$ cat config.mk
export PLATFORM = sky130hd
export DESIGN_NAME = sce_control_exec
export DESIGN_NICKNAME = d
export VERILOG_FILES = /design/src/sce_pkg.sv /design/src/sce_link_if.sv /design/src/sce_cmd_queue.sv /design/src/sce_script_ptr.sv /design/src/sce_control_exec.sv
export SDC_FILE = /design/constraint.sdc
export NUM_CORES = 1
export LEC_CHECK = 0
export BUFFER_PORTS_ARGS = -buffer_cell sky130_fd_sc_hd__buf_2
export CAP_MARGIN = 20
export CELL_PAD_IN_SITES_DETAIL_PLACEMENT = 1
export CELL_PAD_IN_SITES_GLOBAL_PLACEMENT = 2
export CORE_ASPECT_RATIO = 1.1
export CORE_UTILIZATION = 40
export CTS_CLUSTER_DIAMETER = 30
export DETAILED_ROUTE_END_ITERATION = 8
export HOLD_SLACK_MARGIN = 0.02
export PLACE_DENSITY_LB_ADDON = 0.1
export SYNTH_ARGS = -nofsm -noshare
export SYNTH_HDL_FRONTEND = slang
export SYNTH_SLANG_ARGS = --single-unit
export TNS_END_PERCENT = 30
$ cat constraint.sdc
create_clock -name mclk -period 4.9 [get_ports mclk]
set_clock_uncertainty 0.05 [all_clocks]
set_input_delay 1.47 -clock mclk [delete_from_list [all_inputs] [get_ports mclk]]
set_output_delay 1.47 -clock mclk [all_outputs]
set_load 0.05 [all_outputs]
$ cat src/sce_pkg.sv
package sce_pkg;

  // ==========================================================================
  // Timing
  localparam int unsigned CLK_MHZ          = 100;
  localparam int unsigned EXEC_TIME_NS     = 500;
  localparam int unsigned EXEC_CYCLES      = (EXEC_TIME_NS * CLK_MHZ + 999) / 1000;
  localparam int unsigned BUS_RESET_MIN_US = 25;

  // ==========================================================================
  // Command byte layout
  localparam int unsigned CODE_MSB = 7;
  localparam int unsigned CODE_LSB = 4;
  localparam int unsigned INIT_BIT = 3;
  localparam int unsigned TGT_BIT  = 2;
  localparam int unsigned COMMAND_MODIFIER_FLAG  = 1;
  localparam int unsigned INT_BIT  = 0;

  // ==========================================================================
  // Control and data transfer command codes
  localparam logic [3:0] CODE_NOP         = 4'h0;
  localparam logic [3:0] CODE_CLEAR_QUEUE = 4'h1;
  localparam logic [3:0] CODE_RESET_ON    = 4'h2;
  localparam logic [3:0] CODE_RESET_OFF   = 4'h3;
  localparam logic [3:0] CODE_ATN_ON      = 4'h4;
  localparam logic [3:0] CODE_ATN_OFF     = 4'h5;
  localparam logic [3:0] CODE_SEL_ENB     = 4'h6;
  localparam logic [3:0] CODE_SEL_DIS     = 4'h7;
  localparam logic [3:0] CODE_RESEL_ENB   = 4'h8;
  localparam logic [3:0] CODE_RESEL_DIS   = 4'h9;
  localparam logic [3:0] CODE_ADV_ENB     = 4'hA;
  localparam logic [3:0] CODE_ADV_DIS     = 4'hB;
  localparam logic [3:0] CODE_DATA_PTM    = 4'hE;
  localparam logic [3:0] CODE_DATA_MTP    = 4'hF;

  // ==========================================================================
  // Reset values and sizes
  localparam logic        ADV_EN_RST   = 1'b1;
  localparam int unsigned QUEUE_DEPTH  = 4;
  localparam int unsigned SCRIPT_COUNT = 6;
  localparam int unsigned SCRIPT_LEN   = 32;

  typedef enum logic [1:0] {ST_IDLE, ST_EXEC, ST_HANDOFF, ST_DONE} sce_state_t;

endpackage : sce_pkg

$ cat src/sce_link_if.sv
`timescale 1ns/10ps
interface sce_link_if #(parameter int PTR_W = 8);
  logic             q_push;
  logic [7:0]       q_data;
  logic             q_full;
  logic             q_pop;
  logic             q_valid;
  logic [7:0]       q_head;
  logic             p_advance;
  logic             p_step;
  logic             p_load;
  logic [PTR_W-1:0] p_load_val;
  logic [PTR_W-1:0] p_ptr;

  modport queue (input q_push, q_data, q_pop, output q_full, q_valid, q_head);
  modport ptr (input p_advance, p_step, p_load, p_load_val, output p_ptr);
  modport exec (output q_push, q_data, q_pop, p_advance, p_step, p_load, p_load_val,
                input q_full, q_valid, q_head, p_ptr);
endinterface : sce_link_if

$ cat src/sce_cmd_queue.sv
`timescale 1ns/10ps
module sce_cmd_queue #(
  parameter int DEPTH = 4
) (
  input  wire logic  mclk,
  input  wire logic  rstn,
  sce_link_if.queue  lnk
);
  import sce_pkg::*;
  localparam int AW = $clog2(DEPTH);

  if (DEPTH < 2 || (1 << AW) != DEPTH) begin : g_chk
    $error("sce_cmd_queue: DEPTH must be a power of two, at least 2");
  end

  logic [7:0]  slot_ff [DEPTH];
  logic [AW-1:0] rd_ff, nxt_rd, wr_ff, nxt_wr;
  logic [AW:0]   cnt_ff, nxt_cnt;
  logic          do_push, do_pop;

  // ==========================================================================
  // Pointers
  always_comb begin
    do_push = lnk.q_push && !lnk.q_full;
    do_pop  = lnk.q_pop && lnk.q_valid;
    nxt_wr  = do_push ? AW'(wr_ff + 1'b1) : wr_ff;
    nxt_rd  = do_pop ? AW'(rd_ff + 1'b1) : rd_ff;
    nxt_cnt = (AW+1)'(cnt_ff + (AW+1)'(do_push) - (AW+1)'(do_pop));
  end

  always_ff @(posedge mclk or negedge rstn) begin
    if (!rstn) begin
      rd_ff  <= '0;
      wr_ff  <= '0;
      cnt_ff <= '0;
    end else begin
      rd_ff  <= nxt_rd;
      wr_ff  <= nxt_wr;
      cnt_ff <= nxt_cnt;
    end
  end

  // ==========================================================================
  // Command slots
  for (genvar i = 0; i < DEPTH; i++) begin : g_slot
    logic [7:0] nxt_slot;
    always_comb begin
      nxt_slot = (do_push && wr_ff == AW'(i)) ? lnk.q_data : slot_ff[i];
    end
    always_ff @(posedge mclk or negedge rstn) begin
      if (!rstn) slot_ff[i] <= 8'h00;
      else       slot_ff[i] <= nxt_slot;
    end
  end

  assign lnk.q_full  = (cnt_ff == (AW+1)'(DEPTH));
  assign lnk.q_valid = (cnt_ff != '0);
  assign lnk.q_head  = slot_ff[rd_ff];
endmodule : sce_cmd_queue

$ cat src/sce_script_ptr.sv
`timescale 1ns/10ps
module sce_script_ptr #(
  parameter int COUNT = 6,
  parameter int LEN   = 32
) (
  input  wire logic mclk,
  input  wire logic rstn,
  sce_link_if.ptr   lnk
);
  import sce_pkg::*;
  localparam int IW = $clog2(COUNT);
  localparam int OW = $clog2(LEN);

  if (COUNT < 2 || LEN < 2 || (1 << OW) != LEN) begin : g_chk
    $error("sce_script_ptr: COUNT >= 2 and LEN a power of two >= 2 required");
  end

  logic [IW-1:0] idx_ff, nxt_idx, idx_inc;
  logic [OW-1:0] off_ff, nxt_off;

  // ==========================================================================
  // Pointer update: load, then advance, then contiguous step
  always_comb begin
    idx_inc = (idx_ff == IW'(COUNT - 1)) ? '0 : IW'(idx_ff + 1'b1);
    nxt_idx = idx_ff;
    nxt_off = off_ff;
    if (lnk.p_load) begin
      nxt_idx = lnk.p_load_val[OW +: IW];
      nxt_off = lnk.p_load_val[OW-1:0];
    end else if (lnk.p_advance) begin
      if (off_ff != '0) begin // see [RULE21]
        nxt_idx = idx_inc;
        nxt_off = '0;
      end
    end else if (lnk.p_step) begin
      nxt_off = OW'(off_ff + 1'b1);
      if (off_ff == OW'(LEN - 1)) nxt_idx = idx_inc;
    end
  end

  always_ff @(posedge mclk or negedge rstn) begin
    if (!rstn) begin
      idx_ff <= '0;
      off_ff <= '0;
    end else begin
      idx_ff <= nxt_idx;
      off_ff <= nxt_off;
    end
  end

  assign lnk.p_ptr = {idx_ff, off_ff};
endmodule : sce_script_ptr

$ cat src/sce_control_exec.sv
// Summary of operation
// [RULE1] Command byte: code in bits 7-4, role, modifier, interrupt flags; control: roles clear.
// [RULE2] Up to four queued commands are held and executed in order.
// [RULE3] Completion interrupts when the command's flag and the mask bit are set.
// [RULE4] The clear command empties the internal data queue.
// [RULE5] Data queue auto-clears before each data transfer unless disabled by mode bit.
// [RULE6] Bus reset on drives single-ended or differential reset output by mode.
// [RULE7] Bus reset stays asserted until the bus reset release command.
// [RULE8] Firmware spaces reset on and off at least 25 microseconds apart.
// [RULE9] Attention on holds ATN until attention off or last message-out byte.
// [RULE10] Select-with-attention command or sequence raises ATN when selecting.
// [RULE11] Message send with modifier keeps ATN through the last message-out byte.
// [RULE12] Attention off holds ATN low until attention on or select-with-attention.
// [RULE13] Selection enable: respond to selection and set the selection status bit.
// [RULE14] Target await-selection operations see a selection only while enabled.
// [RULE15] Selection disable: ignore SEL, no response, no status bit.
// [RULE16] After reset, selections are ignored until selection enable executes.
// [RULE17] Reselection enable: respond to reselection, set status; off after reset.
// [RULE18] Reselection disable: ignore reselection, no response, no status bit.
// [RULE19] With auto advance, pointer moves to next script at script command start.
// [RULE20] Without auto advance, script accesses stay contiguous.
// [RULE21] A pointer already at location zero of a script is not advanced.
// [RULE22] Control commands ignore soft abort once started and never raise errors.
// [RULE23] Decode code, dispatch action, signal completion before the next command.
`timescale 1ns/10ps
module sce_control_exec #(
  parameter int DEPTH        = sce_pkg::QUEUE_DEPTH,
  parameter int SCRIPT_COUNT = sce_pkg::SCRIPT_COUNT,
  parameter int SCRIPT_LEN   = sce_pkg::SCRIPT_LEN,
  parameter int PTR_W        = $clog2(sce_pkg::SCRIPT_COUNT) + $clog2(sce_pkg::SCRIPT_LEN)
) (
  input  wire logic             mclk,
  input  wire logic             rstn,
  input  wire logic             cmd_wr,
  input  wire logic [7:0]       cmd_byte,
  output logic                  cmd_ready,
  output logic                  cmd_done,
  input  wire logic             cmd_complete_int_en,
  input  wire logic             int_ack,
  output logic                  irq,
  output logic                  cmd_complete_status,
  input  wire logic             auto_clear_dis,
  input  wire logic             diff_mode,
  input  wire logic             data_xfer_start,
  output logic                  data_queue_clear,
  output logic                  scsi_rst_n_o,
  output logic                  scsi_rst_n_oe,
  output logic                  diff_rst_o,
  output logic                  scsi_atn_n_o,
  output logic                  scsi_atn_n_oe,
  input  wire logic             scsi_sel_n_i,
  input  wire logic             scsi_io_n_i,
  input  wire logic             target_await_selection,
  input  wire logic             initiator_await_reselection,
  output logic                  selection_detect,
  output logic                  reselection_detect,
  output logic                  sel_status,
  input  wire logic             sel_status_clr,
  input  wire logic             select_attention_hit,
  input  wire logic             msg_out_last_byte,
  input  wire logic             command_modifier_flag,
  input  wire logic             script_cmd_start,
  input  wire logic             sequencer_step,
  input  wire logic             script_ptr_load,
  input  wire logic [PTR_W-1:0] script_ptr_wdata,
  output logic [PTR_W-1:0]      script_ptr,
  output logic                  other_cmd_start,
  output logic [7:0]            other_cmd_byte,
  input  wire logic             other_cmd_done
);
  import sce_pkg::*;

  localparam int CW = $clog2(EXEC_CYCLES + 1);
  localparam int PIN_SEL = 0;
  localparam int PIN_IO  = 1;
  localparam int PINS    = 2;

  if (PTR_W != $clog2(SCRIPT_COUNT) + $clog2(SCRIPT_LEN)) begin : g_chk
    $error("sce_control_exec: PTR_W must match script count and length");
  end

  sce_link_if #(.PTR_W(PTR_W)) lnk ();

  sce_cmd_queue #(.DEPTH(DEPTH)) u_queue (
    .mclk (mclk),
    .rstn (rstn),
    .lnk  (lnk.queue)
  );

  sce_script_ptr #(.COUNT(SCRIPT_COUNT), .LEN(SCRIPT_LEN)) u_ptr (
    .mclk (mclk),
    .rstn (rstn),
    .lnk  (lnk.ptr)
  );

  // ==========================================================================
  // Command queue push side
  assign lnk.q_push  = cmd_wr; // see [RULE2]
  assign lnk.q_data  = cmd_byte;
  assign cmd_ready   = !lnk.q_full;

  // ==========================================================================
  // Pin synchronisers
  logic [PINS-1:0] pin_raw;
  logic [PINS-1:0] pin_stable;

  assign pin_raw[PIN_SEL] = scsi_sel_n_i;
  assign pin_raw[PIN_IO]  = scsi_io_n_i;

  for (genvar k = 0; k < PINS; k++) begin : g_sync
    logic s1_ff, s2_ff, s3_ff, st_ff, nxt_st;
    always_comb begin
      nxt_st = (s2_ff == s3_ff) ? s2_ff : st_ff;
    end
    always_ff @(posedge mclk or negedge rstn) begin
      if (!rstn) begin
        s1_ff <= 1'b1;
        s2_ff <= 1'b1;
        s3_ff <= 1'b1;
        st_ff <= 1'b1;
      end else begin
        s1_ff <= pin_raw[k];
        s2_ff <= s1_ff;
        s3_ff <= s2_ff;
        st_ff <= nxt_st;
      end
    end
    assign pin_stable[k] = st_ff;
  end

  // ==========================================================================
  // Executor state
  sce_state_t    state_ff, nxt_state;
  logic [CW-1:0] cnt_ff, nxt_cnt;
  logic [7:0]    cur_ff, nxt_cur;
  logic          start_ff, nxt_start;
  logic          done_ff, nxt_done;
  logic [3:0]    head_code;
  logic          head_ctrl;
  logic          take;

  always_comb begin
    head_code = lnk.q_head[CODE_MSB:CODE_LSB];
    head_ctrl = !lnk.q_head[INIT_BIT] && !lnk.q_head[TGT_BIT] // see [RULE1]
                && head_code != CODE_DATA_PTM && head_code != CODE_DATA_MTP;
    take      = (state_ff == ST_IDLE) && lnk.q_valid;
    nxt_state = state_ff;
    nxt_cnt   = cnt_ff;
    nxt_cur   = cur_ff;
    nxt_start = 1'b0;
    nxt_done  = 1'b0;
    unique case (state_ff)
      ST_IDLE: begin
        if (lnk.q_valid) begin // see [RULE23]
          nxt_cur = lnk.q_head;
          if (head_ctrl) begin
            nxt_state = ST_EXEC;
            nxt_cnt   = CW'(EXEC_CYCLES - 1);
          end else begin
            nxt_state = ST_HANDOFF;
            nxt_start = 1'b1;
          end
        end
      end
      ST_EXEC: begin
        // Runs to the end; no abort and no error exit
        if (cnt_ff == '0) begin // see [RULE22]
          nxt_state = ST_DONE;
          nxt_done  = 1'b1;
        end else begin
          nxt_cnt = CW'(cnt_ff - 1'b1);
        end
      end
      ST_HANDOFF: begin
        if (other_cmd_done) begin
          nxt_state = ST_DONE;
          nxt_done  = 1'b1;
        end
      end
      ST_DONE: begin
        nxt_state = ST_IDLE; // see [RULE23]
      end
    endcase
  end

  always_ff @(posedge mclk or negedge rstn) begin
    if (!rstn) begin
      state_ff <= ST_IDLE;
      cnt_ff   <= '0;
      cur_ff   <= 8'h00;
      start_ff <= 1'b0;
      done_ff  <= 1'b0;
    end else begin
      state_ff <= nxt_state;
      cnt_ff   <= nxt_cnt;
      cur_ff   <= nxt_cur;
      start_ff <= nxt_start;
      done_ff  <= nxt_done;
    end
  end

  assign lnk.q_pop       = take; // see [RULE2]
  assign cmd_done        = done_ff;
  assign other_cmd_start = start_ff;
  assign other_cmd_byte  = cur_ff;

  // ==========================================================================
  // Control actions, applied when a command is taken
  logic go;
  logic bus_rst_ff, nxt_bus_rst;
  logic atn_ff, nxt_atn;
  logic sel_en_ff, nxt_sel_en;
  logic resel_en_ff, nxt_resel_en;
  logic adv_en_ff, nxt_adv_en;
  logic dq_clr_ff, nxt_dq_clr;
  logic rst_se_ff, nxt_rst_se;
  logic rst_df_ff, nxt_rst_df;

  always_comb begin
    go           = take && head_ctrl;
    nxt_bus_rst  = bus_rst_ff;
    nxt_atn      = atn_ff;
    nxt_sel_en   = sel_en_ff;
    nxt_resel_en = resel_en_ff;
    nxt_adv_en   = adv_en_ff;
    nxt_dq_clr   = data_xfer_start && !auto_clear_dis; // see [RULE5]
    // Automatic release first, so any set in the same cycle wins
    if (msg_out_last_byte && !command_modifier_flag) nxt_atn = 1'b0; // see [RULE9] [RULE11]
    if (select_attention_hit) nxt_atn = 1'b1; // see [RULE10]
    if (go) begin
      unique case (head_code)
        CODE_CLEAR_QUEUE: nxt_dq_clr   = 1'b1; // see [RULE4]
        CODE_RESET_ON:    nxt_bus_rst  = 1'b1; // see [RULE6]
        CODE_RESET_OFF:   nxt_bus_rst  = 1'b0; // see [RULE7]
        CODE_ATN_ON:      nxt_atn      = 1'b1; // see [RULE9]
        CODE_ATN_OFF:     nxt_atn      = select_attention_hit; // see [RULE12]
        CODE_SEL_ENB:     nxt_sel_en   = 1'b1; // see [RULE13]
        CODE_SEL_DIS:     nxt_sel_en   = 1'b0; // see [RULE15]
        CODE_RESEL_ENB:   nxt_resel_en = 1'b1; // see [RULE17]
        CODE_RESEL_DIS:   nxt_resel_en = 1'b0; // see [RULE18]
        CODE_ADV_ENB:     nxt_adv_en   = 1'b1; // see [RULE19]
        CODE_ADV_DIS:     nxt_adv_en   = 1'b0; // see [RULE20]
        default:          nxt_dq_clr   = nxt_dq_clr;
      endcase
    end
    nxt_rst_se = nxt_bus_rst && !diff_mode; // see [RULE6]
    nxt_rst_df = nxt_bus_rst && diff_mode;
  end

  always_ff @(posedge mclk or negedge rstn) begin
    if (!rstn) begin
      bus_rst_ff  <= 1'b0;
      atn_ff      <= 1'b0;
      sel_en_ff   <= 1'b0; // see [RULE16]
      resel_en_ff <= 1'b0; // see [RULE17]
      adv_en_ff   <= ADV_EN_RST;
      dq_clr_ff   <= 1'b0;
      rst_se_ff   <= 1'b0;
      rst_df_ff   <= 1'b0;
    end else begin
      bus_rst_ff  <= nxt_bus_rst;
      atn_ff      <= nxt_atn;
      sel_en_ff   <= nxt_sel_en;
      resel_en_ff <= nxt_resel_en;
      adv_en_ff   <= nxt_adv_en;
      dq_clr_ff   <= nxt_dq_clr;
      rst_se_ff   <= nxt_rst_se;
      rst_df_ff   <= nxt_rst_df;
    end
  end

  // Open-drain style RST and ATN outputs drive low while asserted; diff reset and queue clear drive high
  assign scsi_rst_n_o     = 1'b0;
  assign scsi_rst_n_oe    = rst_se_ff;
  assign diff_rst_o       = rst_df_ff;
  assign scsi_atn_n_o     = 1'b0;
  assign scsi_atn_n_oe    = atn_ff;
  assign data_queue_clear = dq_clr_ff;

  // ==========================================================================
  // Selection and reselection detection
  logic sel_lvl, sel_prev_ff, sel_rise;
  logic sel_hit, resel_hit;
  logic sel_det_ff, nxt_sel_det;
  logic resel_det_ff, nxt_resel_det;
  logic sel_st_ff, nxt_sel_st;

  always_comb begin
    sel_lvl       = !pin_stable[PIN_SEL];
    sel_rise      = sel_lvl && !sel_prev_ff;
    sel_hit       = sel_rise && pin_stable[PIN_IO] && sel_en_ff; // see [RULE13] [RULE15]
    resel_hit     = sel_rise && !pin_stable[PIN_IO] && resel_en_ff; // see [RULE17] [RULE18]
    nxt_sel_det   = sel_hit && target_await_selection; // see [RULE14]
    nxt_resel_det = resel_hit && initiator_await_reselection; // see [RULE17]
    nxt_sel_st    = (sel_st_ff && !sel_status_clr) || sel_hit || resel_hit; // see [RULE13]
  end

  always_ff @(posedge mclk or negedge rstn) begin
    if (!rstn) begin
      sel_prev_ff  <= 1'b0;
      sel_det_ff   <= 1'b0;
      resel_det_ff <= 1'b0;
      sel_st_ff    <= 1'b0;
    end else begin
      sel_prev_ff  <= sel_lvl;
      sel_det_ff   <= nxt_sel_det;
      resel_det_ff <= nxt_resel_det;
      sel_st_ff    <= nxt_sel_st;
    end
  end

  assign selection_detect   = sel_det_ff;
  assign reselection_detect = resel_det_ff;
  assign sel_status         = sel_st_ff;

  // ==========================================================================
  // Completion status and interrupt
  logic cc_st_ff, nxt_cc_st;

  always_comb begin
    nxt_cc_st = (cc_st_ff && !int_ack) || (done_ff && cur_ff[INT_BIT]); // see [RULE3]
  end

  always_ff @(posedge mclk or negedge rstn) begin
    if (!rstn) cc_st_ff <= 1'b0;
    else       cc_st_ff <= nxt_cc_st;
  end

  assign cmd_complete_status = cc_st_ff;
  assign irq                 = cc_st_ff && cmd_complete_int_en; // see [RULE3]

  // ==========================================================================
  // Script pointer control
  assign lnk.p_advance  = script_cmd_start && adv_en_ff; // see [RULE19] [RULE20]
  assign lnk.p_step     = sequencer_step; // see [RULE20]
  assign lnk.p_load     = script_ptr_load;
  assign lnk.p_load_val = script_ptr_wdata;
  assign script_ptr     = lnk.p_ptr;

endmodule : sce_control_exec

# Yosys cells after proc, flatten, opt, wreduce, memory -nomap -nowiden
# Index checks and enable logic that the tools add are counted.
classes:
  add_sub_neg: 7
  mul: 0
  div_mod_pow: 0
  n_lt_le_gt_ge: 1
  n_eq_ne: 30
  shift: 0
  mux: 39
  bitwise_logic: 1
  reduce_logical: 60
ops:
  columns: ["operator", "n"]
  rows:
  - ["$logic_and A1 B1 Y1", 27]
  - ["$mux W5", 4]
  - ["$mux W3", 6]
  - ["$mux W6", 3]
  - ["$bmux W8 S2", 1]
  - ["$eq A4 B3 Y1 const B", 4]
  - ["$eq A4 B4 Y1 const B", 4]
  - ["$mux W8", 2]
  - ["$pmux W1 S2", 6]
  - ["$pmux W6 S2", 1]
  - ["$logic_not A1 Y1", 11]
  - ["$mux W1", 11]
  - ["$ne A2 B2 Y1 const B", 5]
  - ["$reduce_and A2 Y1", 5]
  - ["$reduce_bool A3 Y1", 3]
  - ["$eq A2 B2 Y1 const B", 4]
  - ["$eq A4 B2 Y1 const B", 2]
  - ["$mux W2", 4]
  - ["$ne A4 B4 Y1 const B", 2]
  - ["$pmux W2 S4", 1]
  - ["$reduce_bool A2 Y1", 4]
  - ["$eq A3 B3 Y1 const B", 2]
  - ["$logic_not A6 Y1", 1]
  - ["$reduce_and A3 Y1", 2]
  - ["other kinds (17)", 23]
totals:
  ff_bits: 86
  latch_bits: 0
  ramBits: 0
  romBits: 0
  input_bits: 36
  out_inout_bits: 30
  wordCells: 173
  mem_count: 0

# Longest topological paths before layout
depth:
  ltp_word: 11
  depth_mapped: 11
  depth_no_buf: 9

# By module
# A second synthesis with hierarchy kept.
hier_totals:
  hier_cells: 441
  area_unflattened_um2: 4969.8
by_module_without_submodules:
  columns: ["mod", "instances", "cells_each", "area_each_um2", "seq_area_each_um2"]
  rows:
  - ["sce_cmd_queue", 1, 237, 2688.8, 975.9]
  - ["sce_control_exec", 1, 154, 1770.4, 987.2]
  - ["sce_script_ptr", 1, 50, 510.5, 200.2]

# Worst setup path before layout
# No wires, ideal clock.
synth_path:
  path_kind: "input to output"
  startpoint: "in cmd_complete_int_en"
  endpoint: "out irq"
  arrival_time_ns: 1.882
  required_ns: 3.380
  path_slack_ns: 1.498
  path_stages: 1
  path_cell_list: "and2_1"
synth_via:
  elab_chain_cells: 1
synth_lines:
  columns: ["item", "line", "source"]
  rows:
  - ["from (decl)", "sce_control_exec.sv:38", "input wire logic cmd_complete_int_en,"]
  - ["$logic_and A1 B1 Y1", "sce_control_exec.sv:330", "assign irq = cc_st_ff && cmd_complete_int_en;"]
  - ["to (decl)", "sce_control_exec.sv:40", "output logic irq,"]
# Every way passes these cells.

# Final worst setup path
# Same ends and word-level chain as after synthesis.

==> summary.md <==
| Metric | Value |
|---|---|
| Status | `finished with violations` |
| Violated checks | `DRC` |
| Clock Sinks | `86` |
| Clock Path Buffers | `2` |
| Total Neg Setup Slack | `0 ns` |
| Vias in the first global route | `2946` |
| Detailed-placement wirelength estimate | `6010 um` |
| Post-Syn Area | `slightly above 4000 um2` |
| Library cells used by synthesis | `57` |
| Avg Cell Area, Syn | `roughly 12 um2` |
| Post-Layout Cell Count | `524` |
| RePlAce Congestion | `0.750` |
| Crit-path max FO | `1` |
| Critical path startpoint | `cmd_complete_int_en` |
| Crit end category | `output pin` |
| DR vias | `2753` |
| Maximum vdd ir drop | `between 0.2 and 0.25 mV` |
| Routed Antenna Nets | `0` |
| Final core occ | `0.472` |
| TritonRoute pass-1 iters | `6` |
| GRT Total Usage | `0.176` |
| H-tree depth | `3` |
| Placement Rows | `38` |
| Synth Flop Type | `dfrtp_1` |
| Synth Warn # | `0` |
| # IOs | `66` |
| Worst path arrival time | `approximately 1.9 ns` |
| Tot Pwr | `2.07 mW` |
| Lkg Pwr | `2.25 nW` |
| Final setup fails | `0` |
| Minimum clock period | `~3.4 ns` |
| Fmax | `0.292 GHz` |
| Die width | `98.1 um` |
| Clock-pin slew on the worst setup and hold paths | `approximately 0.080 ns` |
| Clk_lat worst skew | `0.36 ns` |
| Hold Path Class | `reg -> reg` |
| Worst setup SP type | `input pin` |
| Hold buffers post-CTS | `0` |
| Placed cell count | `508` |
| CTS tree | `yes` |
| DRT iter0 DRCs | `84` |
| Area of the die | `10600 um2` |
| Max_cap viols | `0` |
| First-pass GRT wire length | `14400 um` |
| Register area share after synthesis | `0.532` |
| CP required | `3.38 ns` |
| DRT Wirelength | `8490 um` |
| Largest net degree at the start of global routing | `68` |
| Filler cells | `roughly 1.1k` |
| Post-CTS Setup Inserts | `0` |
| Worst setup endpoint | `irq` |
| Effective utilization at floorplan | `0.411` |
| Vias per inst | `5.25` |
| Ant. Diodes | `0` |
| Final Hold Viols | `0` |
| Synth Instances | `between 300 and 400` |
| Slew headroom | `0.414` |
| Max-slew violation count | `0` |
| DR WL/cell | `16.2 um` |
| Fraction of registers with async set/reset | `1.00` |
| Global route overflow | `0` |
| Pwr/cell area | `444 nW/um2` |
| Reg2reg start | `u_queue.rd_ff[0]` |
| Post-cts resize count | `0` |
| Worst Tran Pin Value | `0.880 ns` |
| Total core area | `9890 um2` |
| TritonCTS buffer count | `9` |
| I/O Buffers | `63` |
| Start-to-end type of the worst setup path | `in -> out` |
| Share of cells above drive strength 1 | `0.322` |
| Register-to-Register Path Depth | `5` |
| Synthesis-stage register bit count | `86` |
| Detailed-route DRC error count | `6` |
| Area Overhead vs Synth | `14.8%` |
| Worst reg-to-reg setup slack | `2.18 ns` |
| Nets@finish | `450` |
| Initial antenna violation count | `0` |
| RR Endpoint | `diff_rst_o` |
| Fin crit share | `0.698` |
| Die Ht | `108 um` |
| Root Buffer | `clkbuf_8` |
| Post-synth EDFFs | `0` |
| RSZ-0062 raised after global routing | `false` |
## per-layer routing
metal	part of all wire	up-vias	wire length, um	track usage
met4	0.022	0	189	0.0855
met1	0.46	1389	3900	0.225
met5	0	-	0	0
met2	0.49	46	4120	0.294
li1	-	1305	-	-
met3	0.033	13	278	0.0253
## cells in the final DEF, fill, tap and decap left out, types with 10 or more instances in the layout
| master | n |
|---|---|
| nor2_1 | 12 |
| a21oi_1 | 14 |
| dfrtp_1 | 77 |
| mux2_2 | 25 |
| nand2_1 | 39 |
| buf_2 | 62 |
| clkbuf_8 | 10 |
| inv_1 | 26 |
| ha_1 | 14 |
| mux2_1 | 11 |
## logic make-up (layout without fill, tap and decap cells)
logic type,after synthesis,count (layout),synth area share
DFF,86,86,0.532
AOI/OAI and AO/OA,57,57,0.0986
and+or+nand+nor,85,85,0.114
buffers and inverters,37,107,0.0443
muxes,45,45,0.146
xor gates and xnor gates,5,5,0.0108
other,1,2,0.000923
adders and majority gates,17,17,0.0530
## how the worst min path moves through the flow
stage	from	slack (ns)	end	cells past startpoint
final	g_sync[0].s1_ff	0.31	g_sync[0].s2_ff	0
after global routing	g_sync[1].s1_ff	0.31	g_sync[1].s2_ff	0
after global placement	g_sync[0].s1_ff	0.30	g_sync[0].s2_ff	0
after CTS	g_sync[0].s1_ff	0.31	g_sync[0].s2_ff	0
after detailed placement	g_sync[0].s1_ff	0.30	g_sync[0].s2_ff	0
after floorplan	g_sync[0].s1_ff	0.30	g_sync[0].s2_ff	0
## cell usage after synthesis (all sizes together) (5+ instances only)
cell | n | area share
a21oi | 14 | 0.017
clkbuf | 5 | 0.0046
nor2 | 13 | 0.014
a22oi | 7 | 0.013
nand2 | 39 | 0.036
dfrtp | 77 | 0.47
nand3 | 5 | 0.012
mux4 | 7 | 0.042
buf | 5 | 0.011
mux2 | 36 | 0.10
inv | 26 | 0.024
o21ai | 14 | 0.018
ha | 14 | 0.043
dfstp | 9 | 0.058
## area by class of cell
class / instances / area, um2 / share of cell area
tap: 120 / 150 / 0.0322
multi-input combinational: 211 / 1730 / 0.370
timing repair buffer: 65 / 333 / 0.0714
clock inverter: 4 / 47.5 / 0.0102
sequential: 86 / 2160 / 0.464
clock buffer: 12 / 145 / 0.0311
inverter: 26 / 97.6 / 0.0209
## through the flow
stage               setup WS, ns  hold slack, ns  cell area (um2)
floorplan                   1.50           0.295             4070
global placement            1.48           0.296             4470
detailed placement          1.48           0.298             4470
CTS                         1.48           0.310             4660
global route                1.47           0.315             4660
finish                      1.48           0.308             4660
## state kept, by name, indices dropped and copies added (netlist names), 2 cells and up
| name | count |
|---|---|
| g_sync.s2_ff | 2 |
| state_ff | 2 |
| g_sync.s1_ff | 2 |
| u_queue.rd_ff | 2 |
| g_sync.st_ff | 2 |
| u_queue.cnt_ff | 3 |
| cnt_ff | 6 |
| other_cmd_byte | 8 |
| u_ptr.off_ff | 5 |
| g_sync.s3_ff | 2 |
| u_queue.slot_ff | 32 |
| u_queue.wr_ff | 2 |
| u_ptr.idx_ff | 3 |
## worst max-delay path, cell delays in order
cell	delay, ns
buf_2	0.09
and2_1	0.13
buf_2	0.20
## where the power goes
group	leakage [nW]	switching [mW]	total, mW	internal, mW
combinational	1.11	0.306	0.581	0.275
clock	0.0964	0.251	0.500	0.249
sequential	1.05	0.101	0.989	0.888
Power figures use the tool's default switching activity.
